File: config.mk
export PLATFORM = sky130hd
export DESIGN_NAME = event_router
export DESIGN_NICKNAME = d
export VERILOG_FILES = /design/src/rtl/event_router_pkg.sv /design/src/rtl/event_router.sv
export SDC_FILE = /design/constraint.sdc
export NUM_CORES = 1
export LEC_CHECK = 0
export ABC_AREA = 0
export BUFFER_PORTS_ARGS = -buffer_cell sky130_fd_sc_hd__buf_2
export CAP_MARGIN = 40
export CELL_PAD_IN_SITES_DETAIL_PLACEMENT = 0
export CELL_PAD_IN_SITES_GLOBAL_PLACEMENT = 1
export CORE_ASPECT_RATIO = 0.9
export CORE_MARGIN = 5
export CORE_UTILIZATION = 40
export CTS_BUF_LIST = sky130_fd_sc_hd__clkbuf_8
export DETAILED_ROUTE_END_ITERATION = 7
export HOLD_SLACK_MARGIN = 0.1
export PLACE_DENSITY = 0.7
export REMOVE_ABC_BUFFERS = 1
export SETUP_SLACK_MARGIN = 0.15
export SYNTH_ARGS = -nofsm -noshare
export SYNTH_HDL_FRONTEND = slang
export SYNTH_SLANG_ARGS = --single-unit
File: constraint.sdc
create_clock -name clk -period 4.9 [get_ports clk]
set_input_delay 0.49 -clock clk [delete_from_list [all_inputs] [get_ports clk]]
set_output_delay 0.49 -clock clk [all_outputs]
set_load 0.05 [all_outputs]
File: src/rtl/event_router_pkg.sv
// event router package: sizes, generator codes, reset values
// assumes a single peripheral clock domain for the router logic
`default_nettype none

package event_router_pkg;

  // ==========================================================
  // sizes
  localparam int NUM_CHANNELS = 6;
  localparam int NUM_GENS     = 32;
  localparam int NUM_USERS    = 16;
  localparam int GEN_SEL_W    = 6;
  localparam int USER_SEL_W   = 3;

  // ==========================================================
  // generator selection codes (0 = none)
  localparam logic [GEN_SEL_W-1:0] GEN_NONE  = 6'h00;
  localparam logic [GEN_SEL_W-1:0] GEN_FIRST = 6'h01;

  // user selection: 0 = off, n = channel n-1
  localparam logic [USER_SEL_W-1:0] USER_OFF = 3'h0;

  // ==========================================================
  // reset values
  localparam logic [GEN_SEL_W-1:0]  GEN_SEL_RESET  = GEN_NONE;
  localparam logic [USER_SEL_W-1:0] USER_SEL_RESET = USER_OFF;

  // synchroniser depth for async sources
  localparam int SYNC_STAGES = 2;

  // ==========================================================
  // carriers
  typedef struct packed {
    logic [NUM_CHANNELS-1:0] async_sub;
    logic [NUM_CHANNELS-1:0] sync_sub;
  } channel_bus_t;

  typedef struct packed {
    logic                   we;
    logic [2:0]             index;
    logic [GEN_SEL_W-1:0]   value;
  } gen_write_t;

  typedef struct packed {
    logic                   we;
    logic [3:0]             index;
    logic [USER_SEL_W-1:0]  value;
  } user_write_t;

endpackage

`default_nettype wire

File: src/rtl/event_router.sv
// event router: generator muxes per channel, channel muxes per user
// assumes generator inputs are grouped, codes 1..32 map to gen_in[0..31],
// and gen_is_async marks inputs not generated on clk
//
// Summary of operation
// - each user has its own channel mux
// - software write sets user channel select
// - one generator drives each channel at once
// - software write sets channel generator select
// - channels start unconnected after reset
// - async events pass after one clk edge, through the output register
// - sync pulses last one clock cycle
// - async pulses last one foreign clock cycle
// - sync levels may last many cycles
// - async levels from clockless or foreign sources
// - periodic ticks are real-time domain levels
// - timer type A pulses last one cycle
// - baud and host clocks last two cycles
// - debug sync character seen is a level
// - pins, logic, comparators, zero-cross follow level
// - each channel has async and sync subchannels
// - async sources synchronised, two-three cycles delay
// - software event inverts channel one cycle
`timescale 1ns/1ps
`default_nettype none

module event_router
  import event_router_pkg::*;
(
  // clock and reset
  input  wire logic                     clk,
  input  wire logic                     nrst,
  // generator events, classed per input
  input  wire logic [NUM_GENS-1:0]      gen_in,
  input  wire logic [NUM_GENS-1:0]      gen_is_async,
  // configuration writes and software events
  input  wire gen_write_t               gen_write,
  input  wire user_write_t              user_write,
  input  wire logic [NUM_CHANNELS-1:0]  software_event_trigger,
  // channel subchannels
  output logic [NUM_CHANNELS-1:0]       channel_async,
  output logic [NUM_CHANNELS-1:0]       channel_sync,
  // per-user selected event
  output logic [NUM_USERS-1:0]          user_async_event,
  output logic [NUM_USERS-1:0]          user_sync_event
);

  // ==========================================================
  // reset release
  logic [1:0] rst_pipe;
  wire logic  rst_n = rst_pipe[1];

  always_ff @(posedge clk or negedge nrst)
  begin
    if (!nrst)
      rst_pipe <= 2'h0;
    else
      rst_pipe <= {rst_pipe[0], 1'b1};
  end

  // ==========================================================
  // state
  typedef struct packed {
    logic [NUM_CHANNELS-1:0][GEN_SEL_W-1:0]  channel_generator_select;
    logic [NUM_USERS-1:0][USER_SEL_W-1:0]    user_channel_select;
    logic [NUM_CHANNELS-1:0]                 sync_s1;
    logic [NUM_CHANNELS-1:0]                 sync_s2;
    logic [NUM_CHANNELS-1:0]                 sw_pulse;
    channel_bus_t                            out_ch;
    logic [NUM_USERS-1:0]                    out_ua;
    logic [NUM_USERS-1:0]                    out_us;
  } state_t;

  state_t st;
  state_t next_st;

  // pick generator for a selection code; none or unknown reads low
  function automatic logic pick_gen(input logic [GEN_SEL_W-1:0] sel,
                                    input logic [NUM_GENS-1:0] vec);
    logic [GEN_SEL_W-1:0] idx;
    idx = sel - GEN_FIRST;
    if (sel == GEN_NONE || idx >= GEN_SEL_W'(NUM_GENS))
      pick_gen = 1'b0;
    else
      pick_gen = vec[idx[4:0]];
  endfunction

  // pick channel for a user selection code
  function automatic logic pick_ch(input logic [USER_SEL_W-1:0] sel,
                                   input logic [NUM_CHANNELS-1:0] vec);
    logic [USER_SEL_W-1:0] idx;
    idx = sel - 3'h1;
    if (sel == USER_OFF || idx >= USER_SEL_W'(NUM_CHANNELS))
      pick_ch = 1'b0;
    else
      pick_ch = vec[idx];
  endfunction

  // ==========================================================
  // combinational raw channel values
  logic [NUM_CHANNELS-1:0] raw;
  logic [NUM_CHANNELS-1:0] raw_async;
  logic [NUM_CHANNELS-1:0] sync_path;
  logic [NUM_CHANNELS-1:0] async_path;

  genvar c;
  generate
    for (c = 0; c < NUM_CHANNELS; c++)
    begin : g_chan
      // sync, async, pulse and level sources share the same mux
      assign raw[c]       = pick_gen(st.channel_generator_select[c], gen_in);
      assign raw_async[c] = pick_gen(st.channel_generator_select[c], gen_is_async);
      // sync subchannel: synchronised copy for async sources
      assign sync_path[c] = (raw_async[c] ? st.sync_s2[c] : raw[c]) ^ st.sw_pulse[c];
      assign async_path[c] = raw[c] ^ st.sw_pulse[c];
    end
  endgenerate

  // ==========================================================
  // next state
  always_comb
  begin
    next_st = st;
    if (gen_write.we && gen_write.index < 3'(NUM_CHANNELS))
      next_st.channel_generator_select[gen_write.index] = gen_write.value;
    if (user_write.we)
      next_st.user_channel_select[user_write.index] = user_write.value;
    // async sources, including periodic ticks, debug sync, pins, logic,
    // comparators and zero-cross, enter via the two-stage synchroniser
    next_st.sync_s1  = raw;
    next_st.sync_s2  = st.sync_s1;
    next_st.sw_pulse = software_event_trigger;
    next_st.out_ch.async_sub = async_path;
    next_st.out_ch.sync_sub  = sync_path;
    for (int u = 0; u < NUM_USERS; u++)
    begin
      next_st.out_ua[u] = pick_ch(st.user_channel_select[u], async_path);
      next_st.out_us[u] = pick_ch(st.user_channel_select[u], sync_path);
    end
  end

  always_ff @(posedge clk or negedge rst_n)
  begin
    if (!rst_n)
    begin
      st <= '0;
      for (int i = 0; i < NUM_CHANNELS; i++)
        st.channel_generator_select[i] <= GEN_SEL_RESET;
      for (int j = 0; j < NUM_USERS; j++)
        st.user_channel_select[j] <= USER_SEL_RESET;
    end
    else
      st <= next_st;
  end

  // ==========================================================
  // outputs straight from registers
  assign channel_async    = st.out_ch.async_sub;
  assign channel_sync     = st.out_ch.sync_sub;
  assign user_async_event = st.out_ua;
  assign user_sync_event  = st.out_us;

endmodule // event_router

`default_nettype wire

## Word-level counts from Yosys, hierarchy flattened

Index checks and enable logic that the tools add are counted.

- Bits of input ports: 90
- Register bits: 148
- Memories: 0
- Bits in latches: 0
- Bits in read-only memories: 0
- Word-level logic and storage cells: 304
- Bits in writable memories: 0

- Magnitude comparators: 49
- Bitwise logic cells: 12
- Shift-type cells: 0
- Multiply operators: 0
- Eq/ne operators: 0
- Mux-type cells: 144
- Reductions and logical operators: 47
- $add $sub $neg: 22
- Divide/modulo/power cells: 0

Operators by type and width:

| cell | count |
|---|---|
| binary-select mux 1 bit (select 3 bit) | 32 |
| two-way mux 1 bit | 94 |
| < comparator 3 x 4 -> 1 bit, second input constant | 17 |
| binary-select mux 1 bit (select 5 bit) | 12 |
| bitwise mux 48 bit | 1 |
| >= comparator 3 bit, second input constant | 16 |
| logical NOT 3 bit | 16 |
| subtractor 3 x 1 -> 3 bit, second input constant | 16 |
| bitwise mux 36 bit | 1 |
| >= comparator 6 bit, second input constant | 6 |
| logical NOT 6 bit | 6 |
| < comparator 5 x 6 -> 1 bit, second input constant | 6 |
| subtractor 6 x 1 -> 6 bit, second input constant | 6 |
| logical OR 1 bit | 22 |
| demux 6 bit (select 3 bit) | 1 |
| demux 3 bit (select 4 bit) | 1 |
| bitwise XOR 1 bit | 12 |
| two-way mux 6 bit | 1 |
| < comparator 4 x 5 -> 1 bit, second input constant | 1 |
| >= comparator 4 x 1 -> 1 bit, second input constant | 1 |
| >= comparator 3 x 1 -> 1 bit, second input constant | 1 |
| logical AND 1 bit | 3 |
| < comparator 3 bit, second input constant | 1 |
| two-way mux 3 bit | 1 |

## Longest topological paths before layout

- Depth in word-level cells: 9
- Depth in mapped cells: 18

## Least setup slack after synthesis

No wires, ideal clock.

- Path kind: register -> register
- Start: register st[110] (netlist bit)
- End: register st, in the netlist user_sync_event[11]
- Setup slack: 0.777 ns
- Library setup time: 0.129 ns
- Stages on the path, launching flop included: 19
- Buffers on the path: 6
- Data arrival time: 3.993 ns
- Cells stage by stage: dfrtp_1 > buf_2 > buf_2 > buf_2 > inv_1 > ha_1 > clkbuf_1 > buf_2 > mux4_2 > mux2i_1 > nand3_1 > a21oi_1 > o32a_1 > inv_1 > o211ai_1 > nand2_1 > buf_2 > o2111ai_1 > a31oi_1

RTL lines:

| what | RTL line | text |
|---|---|---|
| start, declared | event_router.sv:74 | `state_t st;` |
| start signal, assigned | event_router.sv:153 | `st <= next_st;` |

==> flow_summary_export.csv <==
group,metric,value,unit
outcome,status,"completed",
pwr,p_seq_frac,0.233,
die,initial_utilization,0.407,
grt,wire_length_of_the_first_global_routing_pass,65800,µm
timing,worst_slew_pin_slew,0.903,ns
placed_design,placement.io_buffers,133,
die,core_area,0.0320,mm²
job,max_cap_violations,0,
timing,finalWorstPathRequiredPeriod,4.22,ns
die,placement_rows,62,
clocking,cts-htree-levels,4,
setup_path,criticalPathCategory,"reg -> reg",
timing,max_clock_freq,0.237,GHz
synthesis,post_synth.cell_area_avg,10.0,µm²
clocking,cts_max_path_buffers,2,
clocking,clk_lat_worst_skew,0.48,ns
route,vias_per_cell,6.24,
die,boundaryPins,134,
timing,report.final.hold_viol_count,0,
grt,grt.overflow.total,0,
finish,finish.utilization,0.449,
synthesis,synth-seq-area-share,0.284,
synthesis,post_synthesis_sequential_element_count,148,
die,floorplan.die_area,0.0363,mm²
synthesis,synthesis.yosys.warnings,0,
synthesis,synth_area,0.0130,mm²
placed_design,hpwlAfterDp,30500,µm
placed_design,routabilityCongestion,0.995,
die,die_height,181,µm
timing,slew-limit-headroom,0.395,
pwr,power_share_of_the_clock_group,0.124,
grt,antenna_violations_before_repair,0,
finish,drive_gt1_frac,0.273,
clocking,clkSinkCount,148,
grt,grt_max_degree,49,
setup_path,endpoint_kind,"flop",
timing,worst_clock_skew,0.0193,ns
timing,grt_setup_unrepaired,"no",
route,detail_route.drc_violations,0,
synthesis,synth_edf_count,0,
pwr,power.share.combinational,0.643,
pwr,power.ir.vdd_worst,0.000219,V
die,die_width,200,µm
setup_path,launching_element_type_of_the_critical_path,"flop",
clocking,post_cts_buffers,0,
timing,final.period_utilization,0.861,
timing,final.setup.tns,0,ns
timing,slew_limit_fails,0,
setup_path,timing.critical_path.arrival,4.57,ns
clocking,cts_made_buffers,17,
synthesis,async_flop_share,1.00,
finish,antennaDiodeCount,0,
pwr,power-per-cell-area,568,mW/mm²
pwr,power.switching_fraction,0.504,
clocking,cts_tree,"built",
clocking,cts_root_buffer,"sky130_fd_sc_hd__clkbuf_8",
synthesis,synth.distinct_cells,78,
synthesis,dominantRegCellSynth,"sky130_fd_sc_hd__dfrtp_1",
pwr,intPower,4050,µW
grt,number_of_global_route_vias_before_repair,11100,
route,route.antenna.remaining_nets,0,
route,route.detailed.wl_per_inst,23.6,µm
grt,grt_use_total,0.230,
clocking,path_clk_slew,0.09,ns
pwr,p_switching,4120,µW
setup_path,path_max_fanout,13,
setup_path,worstPathRequired,5.25,ns
synthesis,synthCells,1300,
route,detailroute.via_count,11400,
worst_hold_path,min-delay-path-class,"reg -> async",
route,wl,43000,µm
timing,report.final.setup_viol,0,
pwr,static-leakage-power,0.00600,µW
route,detailedRoute.firstPassIterationCount,5,
route,detail_route.iter0.violations,1161,
finish,area_growth_syn_to_layout,10.4,%
finish,nNetsFinal,1532,
[through the flow]
step	total power, µW	instances	worst slack (ns)	hold slack (ns)	instance area, µm²
after floorplan	5530	1195	0.471	0.194	12400
after global placement	7050	1776	0.787	0.278	13900
after detailed placement	7110	1779	0.710	0.227	13900
after CTS	8160	1816	0.671	0.102	14400
after global routing	8710	1818	0.375	0.248	14400
final	8170	1818	0.683	0.224	14400
[power groups by stage]
| stage | registers, µW | clock network, µW | logic (µW) |
|---|---|---|---|
| 6_report | 1900 | 1010 | 5260 |
| 5_1_grt | 1950 | 1100 | 5660 |
| 4_1_cts | 1900 | 1050 | 5210 |
| 3_5_place_dp | 1920 | 0 | 5190 |
| 3_3_place_gp | 1930 | 0 | 5130 |
| 2_1_floorplan | 2460 | 0 | 3070 |
[cell usage after synthesis, drive strengths merged (5+ instances only)]
cell     count  area, µm²
dfrtp      148       3700
o21ai       99        495
mux4        96       2160
inv         88        330
buf         70        470
nor2        67        254
mux2        64        721
nand2       60        225
a21oi       56        280
ha          53        663
mux2i       49        490
o211ai      49        368
clkbuf      35        131
nor2b       27        169
nor3        24        125
xor2        23        220
nand4       21        131
nand2b      18        113
xnor2       18        173
o22ai       17        106
o2111ai     16        140
a21o        15        113
and2        11       68.8
nand3       11       55.1
a31oi       10       62.6
or2         10       62.6
a22oi        9       67.6
a32oi        9       78.8
nand3b       9       67.6
nor3b        9       67.6
o21bai       9       67.6
nor4         8       50.1
or3          8       50.1
a221oi       5       43.8
nand4b       5       43.8
nor4b        5       43.8
[final cells by class]
class                   count  area (µm²)
multi-input cells         959        8410
inverters                  88         330
well taps                 416         520
fillers                  3062       17600
repair buffers            175        1020
clock inverters            15         173
flip-flops and latches    148        3710
clock buffers              17         234
[final timing paths]
path | endpoint | cells past startpoint | from | slack (ns)
worst max-delay path | user_sync_event[12] | 13 | st[111] | 0.68
worst min-delay path | st[44] | 0 | rst_pipe[1] | 0.22
worst max register to register | user_sync_event[12] | 13 | st[111] | 0.68
worst min register to register | st[44] | 0 | rst_pipe[1] | 0.22
max in group asynchronous | st[74] | 2 | rst_pipe[1] | 3.49
min in group clk | st[55] | 0 | next_st[55] | 0.35
[worst max-delay path, cell delays in order (launching register included)]
cell and delay [ns]:
sky130_fd_sc_hd__dfrtp_1 0.60, sky130_fd_sc_hd__inv_1 0.12, sky130_fd_sc_hd__ha_1 0.32, sky130_fd_sc_hd__buf_4 0.21, sky130_fd_sc_hd__mux4_2 0.36, sky130_fd_sc_hd__and3b_1 0.19, sky130_fd_sc_hd__a2111oi_0 0.39, sky130_fd_sc_hd__a41oi_1 0.27
sky130_fd_sc_hd__or2_1 0.31, sky130_fd_sc_hd__o211ai_1 0.22, sky130_fd_sc_hd__buf_4 0.19, sky130_fd_sc_hd__nand2_1 0.43, sky130_fd_sc_hd__o2111ai_1 0.36, sky130_fd_sc_hd__a31oi_1 0.12
[placed cells by master, fill, tap and decap left out, types with 17 or more instances in the layout]
cell	count
sky130_fd_sc_hd__a21oi_1	56
sky130_fd_sc_hd__buf_2	134
sky130_fd_sc_hd__buf_4	32
sky130_fd_sc_hd__clkbuf_8	17
sky130_fd_sc_hd__dfrtp_1	147
sky130_fd_sc_hd__ha_1	53
sky130_fd_sc_hd__inv_1	88
sky130_fd_sc_hd__mux2_2	64
sky130_fd_sc_hd__mux2i_1	49
sky130_fd_sc_hd__mux4_2	96
sky130_fd_sc_hd__nand2_1	60
sky130_fd_sc_hd__nand2b_1	18
sky130_fd_sc_hd__nand4_1	21
sky130_fd_sc_hd__nor2_1	66
sky130_fd_sc_hd__nor2b_1	27
sky130_fd_sc_hd__nor3_1	23
sky130_fd_sc_hd__o211ai_1	49
sky130_fd_sc_hd__o21ai_0	96
sky130_fd_sc_hd__o22ai_1	17
sky130_fd_sc_hd__xor2_1	21
[layer usage]
layer  routed length (µm)  global-route usage  up-vias
li1                     -                   -     5079
met4                 1220              0.0694        2
met3                 4330              0.0678      110
met1                18700               0.324     5532
met2                18800               0.344      629
met5                   32             0.00529        -
[state kept, by name (all words and copies together) (netlist names)]
name and count:
rst_pipe 2, st 96, user_sync_event 16, channel_async 6, next_st 6, user_async_event 16, channel_sync 6
[cells by family (layout without fill, tap and decap cells)]
kind of cell	count (synthesis)	count (layout)	synth area share
xor+xnor	41	41	0.0301
fa+ha+maj	53	53	0.0509
buf+inv	193	295	0.0715
compound gates	347	347	0.177
simple gates	308	308	0.127
mux	209	209	0.259
other cells	1	1	0.000288
flops	148	148	0.284
[what timing repair did]
item	4_1_cts	5_1_grt
hold buffers	5	2
gates resized for setup	0	0
hold endpoints to repair	6	2
Power figures use the tool's default switching activity.
